--- config.mk ---
export PLATFORM = sky130hd
export DESIGN_NAME = pcc_cmd
export DESIGN_NICKNAME = d
export VERILOG_FILES = /design/src/logic/pcc_pkg.sv /design/src/logic/pcc_cmd.sv /design/src/logic/pcc_part_decode.sv
export SDC_FILE = /design/constraint.sdc
export NUM_CORES = 1
export LEC_CHECK = 0
export ABC_AREA = 0
export BUFFER_PORTS_ARGS = -buffer_cell sky130_fd_sc_hd__clkbuf_2
export CAP_MARGIN = 40
export CORE_MARGIN = 4
export CORE_UTILIZATION = 58
export CTS_CLUSTER_SIZE = 8
export DETAILED_ROUTE_END_ITERATION = 6
export GPL_ROUTABILITY_DRIVEN = 1
export GPL_TIMING_DRIVEN = 1
export PLACE_DENSITY = 0.81
export SYNTH_ARGS = -nofsm -noshare
export SYNTH_HDL_FRONTEND = slang
export SYNTH_SLANG_ARGS = --single-unit
--- constraint.sdc ---
create_clock -name mclk -period 4.9 [get_ports mclk]
set_clock_uncertainty 0.2 [all_clocks]
set_input_delay 0.245 -clock mclk [delete_from_list [all_inputs] [get_ports mclk]]
set_output_delay 0.245 -clock mclk [all_outputs]
set_load 0.005 [all_outputs]
--- src/logic/pcc_pkg.sv ---
// shared constants and types for the partition configuration command block
`default_nettype none
package pcc_pkg;
   // ---------------------------------------------------------------
   // command codes
   // ---------------------------------------------------------------
   localparam logic [7:0]  CMD_CFG_SETUP    = 8'h60;
   localparam logic [7:0]  CMD_PART_CONFIRM = 8'h04;
   localparam logic [7:0]  CMD_READ_ID      = 8'h90;
   localparam logic [7:0]  CMD_READ_STATUS  = 8'h70;
   localparam logic [7:0]  CMD_CLEAR_STATUS = 8'h50;
   localparam logic [7:0]  CMD_READ_ARRAY   = 8'hFF;
   // ---------------------------------------------------------------
   // identifier space and register layout
   // ---------------------------------------------------------------
   localparam logic [15:0] ID_ADDR_PART_CFG = 16'h0006;
   localparam int          PSEL_LSB         = 8;
   localparam int          PSEL_MSB         = 10;
   localparam logic [2:0]  PSEL_RST_BOTTOM  = 3'h1;
   localparam logic [2:0]  PSEL_RST_TOP     = 3'h4;
   localparam int          SR_READY_BIT     = 7;
   localparam int          SR_ERR_HI_BIT    = 5;
   localparam int          SR_ERR_LO_BIT    = 4;
   localparam int          NUM_PLANES       = 4;
   localparam int          SYNC_STAGES      = 2;
   // ---------------------------------------------------------------
   // types
   // ---------------------------------------------------------------
   typedef struct packed {
      logic adv_n;
      logic ce_n;
      logic we_n;
      logic oe_n;
   } pcc_strobes_t;

   typedef struct packed {
      logic [1:0]  plane;
      logic [15:0] addr;
      logic [15:0] data;
   } pcc_bus_t;

   typedef enum logic [3:0] {
      ST_READ_ARRAY  = 4'b0001,
      ST_CFG_SETUP   = 4'b0010,
      ST_READ_ID     = 4'b0100,
      ST_READ_STATUS = 4'b1000
   } pcc_state_t;
endpackage
`default_nettype wire
--- src/logic/pcc_cmd.sv ---
// command interpreter for the partition layout configuration register
// ---------------------------------------------------------------
// ---------------------------------------------------------------
`timescale 1ns/1ns
`default_nettype none
module pcc_cmd #(
   parameter bit TOP_PARAM = 1'b0
) (
   input  wire logic                 mclk,
   input  wire logic                 rst_b,
   input  wire pcc_pkg::pcc_strobes_t strobes_n,
   input  wire pcc_pkg::pcc_bus_t    bus_in,
   input  wire logic [15:0]          array_data,
   input  wire logic [3:0]           plane_busy,
   output logic [15:0]               dq_out,
   output logic                      dq_oe_b,
   output logic [15:0]               partition_layout_config,
   output logic [7:0]                plane_partition,
   output logic [2:0]                partition_count,
   output logic                      dual_work_ok,
   output logic                      read_blocked
);
   import pcc_pkg::*;

   localparam logic [2:0] PSEL_RST = TOP_PARAM ? PSEL_RST_TOP : PSEL_RST_BOTTOM;
   localparam int         SW       = $bits(pcc_strobes_t) + $bits(pcc_bus_t);

   // ---------------------------------------------------------------
   // pin synchronisers
   // ---------------------------------------------------------------
   logic [SW-1:0] sync1_ff;
   logic [SW-1:0] sync2_ff;
   pcc_strobes_t  stb_prev_ff;
   pcc_strobes_t  stb;
   pcc_bus_t      pin;

   always_ff @(posedge mclk or negedge rst_b) begin
      if (!rst_b) begin
         sync1_ff    <= {SW{1'b1}};
         sync2_ff    <= {SW{1'b1}};
         stb_prev_ff <= '1;
      end else begin
         sync1_ff    <= {strobes_n, bus_in};
         sync2_ff    <= sync1_ff;
         stb_prev_ff <= stb;
      end
   end

   // address and data ride the same flops as the strobes, so each sample is coherent
   assign stb = pcc_strobes_t'(sync2_ff[SW-1 -: $bits(pcc_strobes_t)]);
   assign pin = pcc_bus_t'(sync2_ff[$bits(pcc_bus_t)-1:0]);

   // ---------------------------------------------------------------
   // bus cycle decode
   // ---------------------------------------------------------------
   logic adv_rise;
   logic we_rise;
   logic ce_rise;
   logic write_end;
   logic read_act;

   // a strobe rises when its synchronised level goes from low to high
   function automatic logic rise_of(input logic prev_n, input logic now_n);
      rise_of = now_n & ~prev_n;
   endfunction

   always_comb begin
      adv_rise  = rise_of(stb_prev_ff.adv_n, stb.adv_n) & ~stb.ce_n;
      we_rise   = rise_of(stb_prev_ff.we_n, stb.we_n);
      ce_rise   = rise_of(stb_prev_ff.ce_n, stb.ce_n);
      // write ends on the first of we or ce rising while both were low
      write_end = ~stb_prev_ff.we_n & ~stb_prev_ff.ce_n & (we_rise | ce_rise);
      read_act  = ~stb.ce_n & ~stb.oe_n & stb.we_n;
   end

   // ---------------------------------------------------------------
   // address latch
   // ---------------------------------------------------------------
   logic [15:0] addr_hold_ff;
   logic [15:0] nxt_addr_hold;
   logic        addr_held_ff;
   logic        nxt_addr_held;
   logic [15:0] cyc_addr;

   always_comb begin
      nxt_addr_hold = addr_hold_ff;
      nxt_addr_held = addr_held_ff;
      if (adv_rise && !addr_held_ff) begin
         nxt_addr_hold = pin.addr;
         nxt_addr_held = 1'b1;
      end
      if (write_end || stb.ce_n) begin
         nxt_addr_held = 1'b0;
      end
      // whichever strobe rises first fixes the address of this cycle
      cyc_addr = addr_held_ff ? addr_hold_ff : pin.addr;
   end

   always_ff @(posedge mclk or negedge rst_b) begin
      if (!rst_b) begin
         addr_hold_ff <= 16'h0000;
         addr_held_ff <= 1'b0;
      end else begin
         addr_hold_ff <= nxt_addr_hold;
         addr_held_ff <= nxt_addr_held;
      end
   end

   // ---------------------------------------------------------------
   // partition decode
   // ---------------------------------------------------------------
   logic [2:0] psel_ff;
   logic [2:0] nxt_psel;

   pcc_part_decode u_decode (
      .partition_select_field (psel_ff),
      .plane_partition        (plane_partition),
      .partition_count        (partition_count),
      .dual_work_ok           (dual_work_ok)
   );

   function automatic logic [1:0] part_of(input logic [7:0] map, input logic [1:0] plane);
      part_of = map[{plane, 1'b0} +: 2];
   endfunction

   // ---------------------------------------------------------------
   // command state machine
   // ---------------------------------------------------------------
   pcc_state_t  state_ff;
   pcc_state_t  nxt_state;
   logic [15:0] setup_addr_ff;
   logic [15:0] nxt_setup_addr;
   logic [3:0]  seq_err_ff;
   logic [3:0]  nxt_seq_err;
   logic [1:0]  cmd_part;
   logic [7:0]  wr_cmd;
   logic        cfg_load;

   always_comb begin
      nxt_state      = state_ff;
      nxt_setup_addr = setup_addr_ff;
      cfg_load       = 1'b0;
      nxt_seq_err    = seq_err_ff;
      wr_cmd         = pin.data[7:0];
      cmd_part       = part_of(plane_partition, pin.plane);
      // program supply level is not consulted anywhere on this path
      if (write_end) begin
         case (state_ff)
            ST_CFG_SETUP: begin
               if (wr_cmd == CMD_PART_CONFIRM && cyc_addr == setup_addr_ff) begin
                  cfg_load    = 1'b1;
                  nxt_seq_err = 4'h0;
                  nxt_state   = ST_READ_ARRAY;
               end else begin
                  nxt_seq_err[cmd_part] = 1'b1;
                  nxt_state             = ST_READ_STATUS;
               end
            end
            default: begin
               case (wr_cmd)
                  CMD_CFG_SETUP: begin
                     nxt_setup_addr = cyc_addr;
                     nxt_state      = ST_CFG_SETUP;
                  end
                  CMD_READ_ID: begin
                     nxt_state = ST_READ_ID;
                  end
                  CMD_READ_STATUS: begin
                     nxt_state = ST_READ_STATUS;
                  end
                  CMD_CLEAR_STATUS: begin
                     nxt_seq_err = 4'h0;
                  end
                  CMD_READ_ARRAY: begin
                     nxt_state = ST_READ_ARRAY;
                  end
                  default: begin
                     nxt_state = state_ff;
                  end
               endcase
            end
         endcase
      end
   end

   // reset pin of the device is rst_b; the host keeps it released during a sequence
   always_ff @(posedge mclk or negedge rst_b) begin
      if (!rst_b) begin
         state_ff      <= ST_READ_ARRAY;
         setup_addr_ff <= 16'h0000;
         seq_err_ff    <= 4'h0;
      end else begin
         state_ff      <= nxt_state;
         setup_addr_ff <= nxt_setup_addr;
         seq_err_ff    <= nxt_seq_err;
      end
   end

   // ---------------------------------------------------------------
   // partition configuration register
   // ---------------------------------------------------------------
   always_comb begin
      nxt_psel = psel_ff;
      if (cfg_load) begin
         // only the selection field is stored; reserved address bits are dropped
         nxt_psel = cyc_addr[PSEL_MSB:PSEL_LSB];
      end
   end

   // volatile: every reset reloads the variant default
   always_ff @(posedge mclk or negedge rst_b) begin
      if (!rst_b) begin
         psel_ff <= PSEL_RST;
      end else begin
         psel_ff <= nxt_psel;
      end
   end

   // ---------------------------------------------------------------
   // register image and dual work gating
   // ---------------------------------------------------------------
   logic [1:0]  rd_part;
   logic [15:0] status_word;
   logic        rd_err;

   always_comb begin
      partition_layout_config                   = 16'h0000;
      partition_layout_config[PSEL_MSB:PSEL_LSB] = psel_ff;
      rd_part      = part_of(plane_partition, pin.plane);
      read_blocked = 1'b0;
      rd_err       = seq_err_ff[rd_part]; // merged planes share one status
      for (int p = 0; p < NUM_PLANES; p++) begin
         // reads stall only if a busy plane lies in the same partition
         if (plane_busy[p] && part_of(plane_partition, p[1:0]) == rd_part) begin
            read_blocked = 1'b1;
         end
      end
      status_word                = 16'h0000;
      status_word[SR_READY_BIT]  = ~read_blocked;
      status_word[SR_ERR_HI_BIT] = rd_err;
      status_word[SR_ERR_LO_BIT] = rd_err;
   end

   // ---------------------------------------------------------------
   // read data path
   // ---------------------------------------------------------------
   logic [15:0] dq_out_ff;
   logic [15:0] nxt_dq_out;
   logic        dq_oe_b_ff;
   logic        nxt_dq_oe_b;

   always_comb begin
      nxt_dq_oe_b = ~read_act;
      case (state_ff)
         ST_READ_ID: begin
            nxt_dq_out = (pin.addr == ID_ADDR_PART_CFG) ? partition_layout_config : 16'h0000;
         end
         ST_READ_STATUS, ST_CFG_SETUP: begin
            nxt_dq_out = status_word;
         end
         ST_READ_ARRAY: begin
            nxt_dq_out = array_data;
         end
         default: begin
            nxt_dq_out = 16'h0000;
         end
      endcase
   end

   always_ff @(posedge mclk or negedge rst_b) begin
      if (!rst_b) begin
         dq_out_ff  <= 16'h0000;
         dq_oe_b_ff <= 1'b1;
      end else begin
         dq_out_ff  <= nxt_dq_out;
         dq_oe_b_ff <= nxt_dq_oe_b;
      end
   end

   assign dq_out  = dq_out_ff;
   assign dq_oe_b = dq_oe_b_ff;
endmodule
`default_nettype wire

--- src/logic/pcc_part_decode.sv ---
// maps the three-bit partition selection onto per-plane partition numbers
`timescale 1ns/1ns
`default_nettype none
module pcc_part_decode (
   input  wire logic [2:0] partition_select_field,
   output logic      [7:0] plane_partition,
   output logic      [2:0] partition_count,
   output logic            dual_work_ok
);
   import pcc_pkg::*;

   // ---------------------------------------------------------------
   // plane map, packed as {plane3, plane2, plane1, plane0}, two bits each
   // ---------------------------------------------------------------
   always_comb begin
      case (partition_select_field)
         3'h0:    plane_partition = {2'd0, 2'd0, 2'd0, 2'd0};
         3'h1:    plane_partition = {2'd1, 2'd1, 2'd1, 2'd0};
         3'h2:    plane_partition = {2'd1, 2'd1, 2'd0, 2'd0};
         3'h4:    plane_partition = {2'd1, 2'd0, 2'd0, 2'd0};
         3'h3:    plane_partition = {2'd2, 2'd2, 2'd1, 2'd0};
         3'h6:    plane_partition = {2'd2, 2'd1, 2'd0, 2'd0};
         3'h5:    plane_partition = {2'd2, 2'd1, 2'd1, 2'd0};
         3'h7:    plane_partition = {2'd3, 2'd2, 2'd1, 2'd0};
         default: plane_partition = 8'h00;
      endcase
      // highest partition number is on plane 3 in every layout
      partition_count = {1'b0, plane_partition[7:6]} + 3'd1;
      dual_work_ok    = (partition_select_field != 3'h0);
   end
endmodule
`default_nettype wire

==> results of run 1 <==
-- per-layer routing --
| layer | vias up | GRT usage | wire (microns) |
|---|---|---|---|
| met2 | 106 | 0.346 | 4910 |
| met4 | 0 | 0.103 | 224 |
| met5 | - | 0 | 0 |
| li1 | 1516 | - | - |
| met3 | 25 | 0.0542 | 574 |
| met1 | 1583 | 0.252 | 3880 |
-- Yosys cell counts, drive strengths merged, types with 4 or more instances --
| cell | number |
|---|---|
| mux2 | 16 |
| nor3 | 10 |
| a31oi | 4 |
| mux2i | 20 |
| nor2 | 9 |
| ha | 4 |
| o21ai | 22 |
| nor4 | 6 |
| xnor2 | 15 |
| inv | 7 |
| and2 | 11 |
| buf | 21 |
| nand2 | 30 |
| dfstp | 66 |
| nand4 | 4 |
| a21oi | 5 |
| nand3 | 8 |
| xor2 | 4 |
| dfrtp | 58 |
| clkbuf | 9 |
-- timing repair --
action | 4_1_cts | 5_1_grt
hold endpoints to repair | 121 | 0
hold buffers | 49 | 0
gates resized for setup | 0 | 0
-- critical path, delay by kind of cell (launching register included) --
family	cells	cell delay (ns)
DFF	1	0.64
AOI/OAI and AO/OA	4	0.77
adders and majority gates	1	0.43
and+or+nand+nor	2	0.45
buffers and inverters	2	0.70
-- worst paths after layout --
kind | startpoint | endpoint | slack [ns] | cells past startpoint
worst min-delay path | sync1_ff[7] | sync2_ff[7] | 0.15 | 0
worst max-delay path | psel_ff[0] | dq_out[7] | 1.66 | 9
min in group asynchronous | rst_b | sync1_ff[28] | 0.18 | 2
max in group asynchronous | rst_b | addr_hold_ff[15] | 3.79 | 3
worst max register to register | psel_ff[0] | dq_out[7] | 1.66 | 9
worst min register to register | sync1_ff[7] | sync2_ff[7] | 0.15 | 0
-- cell families (layout without fill, tap and decap cells) --
group / Yosys count / count (layout) / synth area share
buf+inv: 37 / 174 / 0.0466
mux: 37 / 37 / 0.0828
fa+ha+maj: 4 / 4 / 0.0102
xor+xnor: 19 / 19 / 0.0339
simple gates: 94 / 94 / 0.116
compound gates: 48 / 48 / 0.0607
flops: 124 / 124 / 0.649
other cells: 1 / 16 / 0.000764
-- per-stage QoR --
step,instance area [sq um],cells
after floorplan,4960,379
after global routing,6490,621
final,6490,621
after CTS,6490,621
after detailed placement,5380,540
after global placement,5310,536
-- flip-flops by register name, summed over array words and instances (netlist names) --
| name | cells |
|---|---|
| setup_addr_ff | 16 |
| addr_held_ff | 1 |
| addr_hold_ff | 16 |
| sync2_ff | 30 |
| sync1_ff | 30 |
| psel_ff | 3 |
| dq_oe_b | 1 |
| state_ff | 4 |
| seq_err_ff | 4 |
| dq_out | 16 |
| stb_prev_ff | 3 |
-- report_power, final --
part,internal [uW],total (uW),switching (uW)
clock,815,1280,462
combinational,122,225,102
sequential,1130,1180,50.8
-- layout make-up --
cell class                 instances  area (sq um)  area share
timing repair buffer             135           975       0.150
clock buffer                      18           439      0.0677
multi-input combinational        218          1550       0.239
tap                              105           131      0.0203
inverter                           7          26.3     0.00405
clock inverter                    14           180      0.0278
sequential                       124          3190       0.491
==> summary.md, run 1 <==
| Metric | Value |
|---|---|
| Outcome | completed |
| Antenna diode count | 0 |
| CTS H-tree lvls | 4 |
| Power per cell area | 413 nW/um^2 |
| Final ANT Viol Nets | 0 |
| Most frequent cells in the layout | 80 x clkbuf_2, 66 x dfstp_2, 58 x dfrtp_1 |
| Sink Count | 124 |
| # setup viols final | 0 |
| CTS tree | built |
| Die W | 100 microns |
| Via density | 5.20 |
| Gr usage total | 0.208 |
| Dominant cells by area after synthesis | dfstp_2 35%, dfrtp_1 30%, mux2i_1 3.9% |
| Leading area contributor after synthesis | dfstp_2 |
| Hold Worst Slack | 0.151 ns |
| Layout cells sized above 1 | 0.409 |
| Buffers on Ports | 81 |
| Die area | 10000 sq um |
| Rel. slew slack | 0.462 |
| Avg Inst Size Synth | 13.5 sq um |
| Post-Syn Instances | 364 |
| Yosys top cell area share | 0.353 |
| Worst endpoint required time | 5.15 ns |
| Initial antenna violation count | 0 |
| Final setup TNS | 0 ns |
| Final Hold Fails | 0 |
| Clock Latency Late Sink | 0.51 ns |
| Final Util | 0.790 |
| CP startpoint kind | flop |
| Initial Util | 0.597 |
| Crit-path max FO | 10 |
| I/O Pins | 106 |
| Die Height | 100 microns |
| Final min period | 3.24 ns |
| Worst Hold Class | reg2reg |
| Seq/Total Area, Yosys | 0.649 |
| Routability cong. | 0.825 |
| Drt pass-1 iters | 4 |
| Vias in the first global route | 3,387 |
| DRC | 0 |
| Final cycle utilization of the critical path | 0.661 |
| Leakage | 0.00292 uW |
| Fillers | 469 |
| Global-route wire length before repair | 16.0 mm |
| CTS Buffer Depth | 2 |
| Overflow after GRT | 0 |
| Worst slew pin tran | 0.804 ns |
| Max Freq | 309 MHz |
| Fin nets | 567 |
| Total power draw | 2680 uW |
| Reg clk slew, reported paths | 0.06 ns |
| Rows | 33 |
| Peak supply drop | 0.000289 V |
| Num CTS Buffers | 17 |
| Largest net degree at the start of global routing | 70 |
| Yosys cell types | 55 |
| Slowest stage delay, CP | 0.64 ns |
| Final setup margin | 1.66 ns |
| Core Area | 8220 sq um |
| Mapped cell area | 4910 sq um |
| Layout area overhead | 32.2% |
| Number of synthesized flops with an enable pin | 0 |
| Cell breakdown of the critical path | inv_1, ha_1, and3b_1, o21ai_1, and2_1, o211ai_1, a31o_2, o41ai_1, dlygate4sd3_1 |
| Ys Warns | 0 |
| Crit path capture type | flop |
| DP Worst Slack | 2.22 ns |
| Clock Tree Root | clkbuf_8 |
| Slowest stage cell, crit path | dfstp_2 |
| Vias after detailed routing | 3,230 |
| Post-synthesis async set-or-reset flop share | 1.00 |
| Critical Path AT | 3.49 ns |
| Number of synthesized register bits | 124 |
| Max Cap Viol | 0 |
| DRT iter0 DRCs | 155 |
| Most common cell after layout, fill and taps aside | clkbuf_2 |
| Per-cell routed wire length | 15.4 microns |
| Critical path type | reg2reg |
| Unrepaired setup endpoints after global routing | no |
| Post-detailed-routing wire length | 9.59 mm |
| Slew Limit Fails | 0 |
| Post-synth top flop | dfstp_2 |
| Dpl hpwl | 6.11 mm |
| Setup Fix Bufs, Post-CTS | 0 |
No activity file was read; power rests on OpenSTA's default activity.
==> run 2, diff against run 1 <==
CORE_UTILIZATION = 54   (was 58)
PLACE_DENSITY = 0.76   (was 0.81)
clock period = 3 ns   (was 4.9 ns; I/O delays follow)
==> run 2 against run 1 <==
Against the previous run:
- global-route usage shrank 2.5 points
- final cell count increased by 0.97%
- clock-buffer cell count down 1
==> summary.md, run 2 (same netlist as run 1, synthesis figures left out) <==
| Metric | Value |
|---|---|
| CTS Buffer Depth | 2 (unchanged) |
| Buffers on Ports | 81 (unchanged) |
| Most frequent cells in the layout | 80 x clkbuf_2, 66 x dfstp_2, 58 x dfrtp_1 |
| Initial antenna violation count | 0 (unchanged) |
| Worst slew pin tran | 0.828 ns (+0.0235 ns) |
| I/O Pins | 106 (unchanged) |
| Max Cap Viol | 0 (unchanged) |
| Drt pass-1 iters | 4 (unchanged) |
| Psw | 1020 uW (+65%) |
| Leakage | 0.00292 uW (-0.25%) |
| Layout area overhead | 31.7% |
| # setup viols final | 0 (unchanged) |
| Gr usage total | 0.183 (-0.0251) |
| Crit-path max FO | 6 (-4) |
| Clock Latency Late Sink | 0.51 ns (about the same) |
| Initial Util | 0.560 (-0.0373) |
| Final setup TNS | 0 ns (unchanged) |
| Clock Tree Root | clkbuf_8 |
| Critical path type | reg2out |
| Outcome | completed |
| Final cycle utilization of the critical path | 0.961 |
| CP startpoint kind | flop |
| Vias after detailed routing | 3,145 (-2.6%) |
| Rows | 34 (+3.0%) |
| Internal power | 3250 uW (+57%) |
| Routability cong. | 0.813 (-1.5%) |
| Worst Hold Class | in2reg |
| DRT iter0 DRCs | 170 (+9.7%) |
| Area after DPL | 5350 sq um (-0.56%) |
| Hold Worst Slack | 0.0680 ns (-0.0828 ns) |
| Reg clk slew, reported paths | 0.06 ns (about the same) |
| Top Registers | sync1_ff x30, sync2_ff x30 |
| Layout cells sized above 1 | 0.412 (+0.00342) |
| Hold depth | 2 (+2) |
| Largest net degree at the start of global routing | 70 (unchanged) |
| Final min period | 2.88 ns |
| CTS H-tree lvls | 4 (unchanged) |
| FF-to-FF path depth | 7 (-2) |
| Num CTS Buffers | 17 (unchanged) |
| Die W | 103 microns (+3.3%) |
| Core Area | 8760 sq um (+6.7%) |
| Global-route wire length before repair | 15.0 mm (-6.2%) |
| Via density | 5.02 (-3.6%) |
| Worst endpoint required time | 2.65 ns (-2.50 ns) |
| Combinational power share | 0.084 (about the same) |
| Peak supply drop | 0.000406 V (+41%) |
| Clock group share of total power | 0.465 (-0.011) |
| Die Height | 103 microns (+3.3%) |
| Slew Limit Fails | 0 (unchanged) |
| Placed cells | 542 (+0.37%) |
| Power per cell area | 660 nW/um^2 (+60%) |
| Crit path capture type | output pin |
| Per-cell routed wire length | 14.5 microns (-6.2%) |
| Fin nets | 570 (+0.53%) |
| Die area | 10,700 sq um (+6.8%) |
| Fillers | 551 (+17%) |
| CTS tree | built |
| Unrepaired setup endpoints after global routing | no |
| Dpl hpwl | 5.84 mm (-4.4%) |
| Flop pwr share | 0.451 (+0.011) |
| Final Hold Fails | 0 (unchanged) |
| Sink Count | 124 (unchanged) |
| Critical Path AT | 2.53 ns (-0.96 ns) |
| Sw Ratio | 0.238 (+0.00866) |
| Vias in the first global route | 3,306 (-2.4%) |
| Final std cells w/o fill | 627 (+0.97%) |
| Max Freq | 347 MHz |
| Antenna diode count | 0 (unchanged) |
| Overflow after GRT | 0 (unchanged) |
| Final ANT Viol Nets | 0 (unchanged) |
| DRC | 0 (unchanged) |
| Design Area, Final | 6470 sq um (-0.33%) |
| Most common cell after layout, fill and taps aside | clkbuf_2 |
| Rel. slew slack | 0.448 (-0.0137) |
| Post-detailed-routing wire length | 9.08 mm (-5.3%) |
==> run 2: cell count changes in the layout (fill, tap and decap cells not counted), moves of 2 or more <==
cell and change:
inv_8 +2, dlygate4sd3_1 +2, buf_4 +4, buf_8 -2
==> run 2: layout make-up <==
class | instances | area (sq um) | share of cell area
inverter | 7 | 26.3 | 0.00406
clock inverter | 15 | 174 | 0.0269
sequential | 124 | 3190 | 0.493
tap | 108 | 135 | 0.0209
clock buffer | 17 | 414 | 0.0640
multi-input combinational | 218 | 1560 | 0.241
timing repair buffer | 138 | 976 | 0.151
==> run 2: path summary, 6_finish.rpt <==
check / to / slack (ns) / startpoint
max: read_blocked / 0.12 / psel_ff[0]
min: sync1_ff[36] / 0.07 / strobes_n[2]
max reg2reg: psel_ff[0] / 0.24 / addr_held_ff
min reg2reg: sync2_ff[19] / 0.15 / sync1_ff[19]
max in group asynchronous: sync2_ff[27] / 1.70 / rst_b
min in group asynchronous: dq_out[7] / 0.09 / rst_b
==> run 2: worst max-delay path, cell delays in order (launching register included) <==
cell and delay (ns):
dfstp_2 0.53, inv_1 0.07, ha_2 0.38, and3b_1 0.20, o21ai_1 0.20, and2_4 0.22
o211ai_1 0.10, a31o_2 0.24, clkbuf_2 0.11
==> run 2: per-layer routing <==
metal | vias up | wire length (microns) | track usage
met5 | - | 0 | 0
met4 | 0 | 125 | 0.0747
met3 | 10 | 582 | 0.0537
met2 | 99 | 4570 | 0.303
met1 | 1510 | 3810 | 0.225
li1 | 1526 | - | -
==> run 2: stage by stage <==
stage	setup slack [ns]	total power, uW	util
floorplan	0.578	2130	-
detailed placement	0.265	2260	0.610
finish	0.118	4270	0.738
CTS	0.0888	4310	0.738
global route	0.00400	4450	0.738
global placement	0.354	2240	0.610
==> run 2: power by group through the flow <==
stage | Sequential (uW) | Combinational, uW | Clock [uW]
floorplan | 1920 | 208 | 0
global placement | 1940 | 296 | 0
detailed placement | 1950 | 306 | 0
CTS | 1930 | 361 | 2030
global route | 1940 | 402 | 2110
finish | 1920 | 358 | 1990
==> run 2: repair_timing <==
| item | CTS | global route |
|---|---|---|
| setup buffers | 2 | 0 |
| resized for setup | 2 | 3 |
| hold endpoints to repair | 77 | 0 |
| endpoints found under the setup margin | 1 | 1 |
| hold buffers | 51 | 0 |
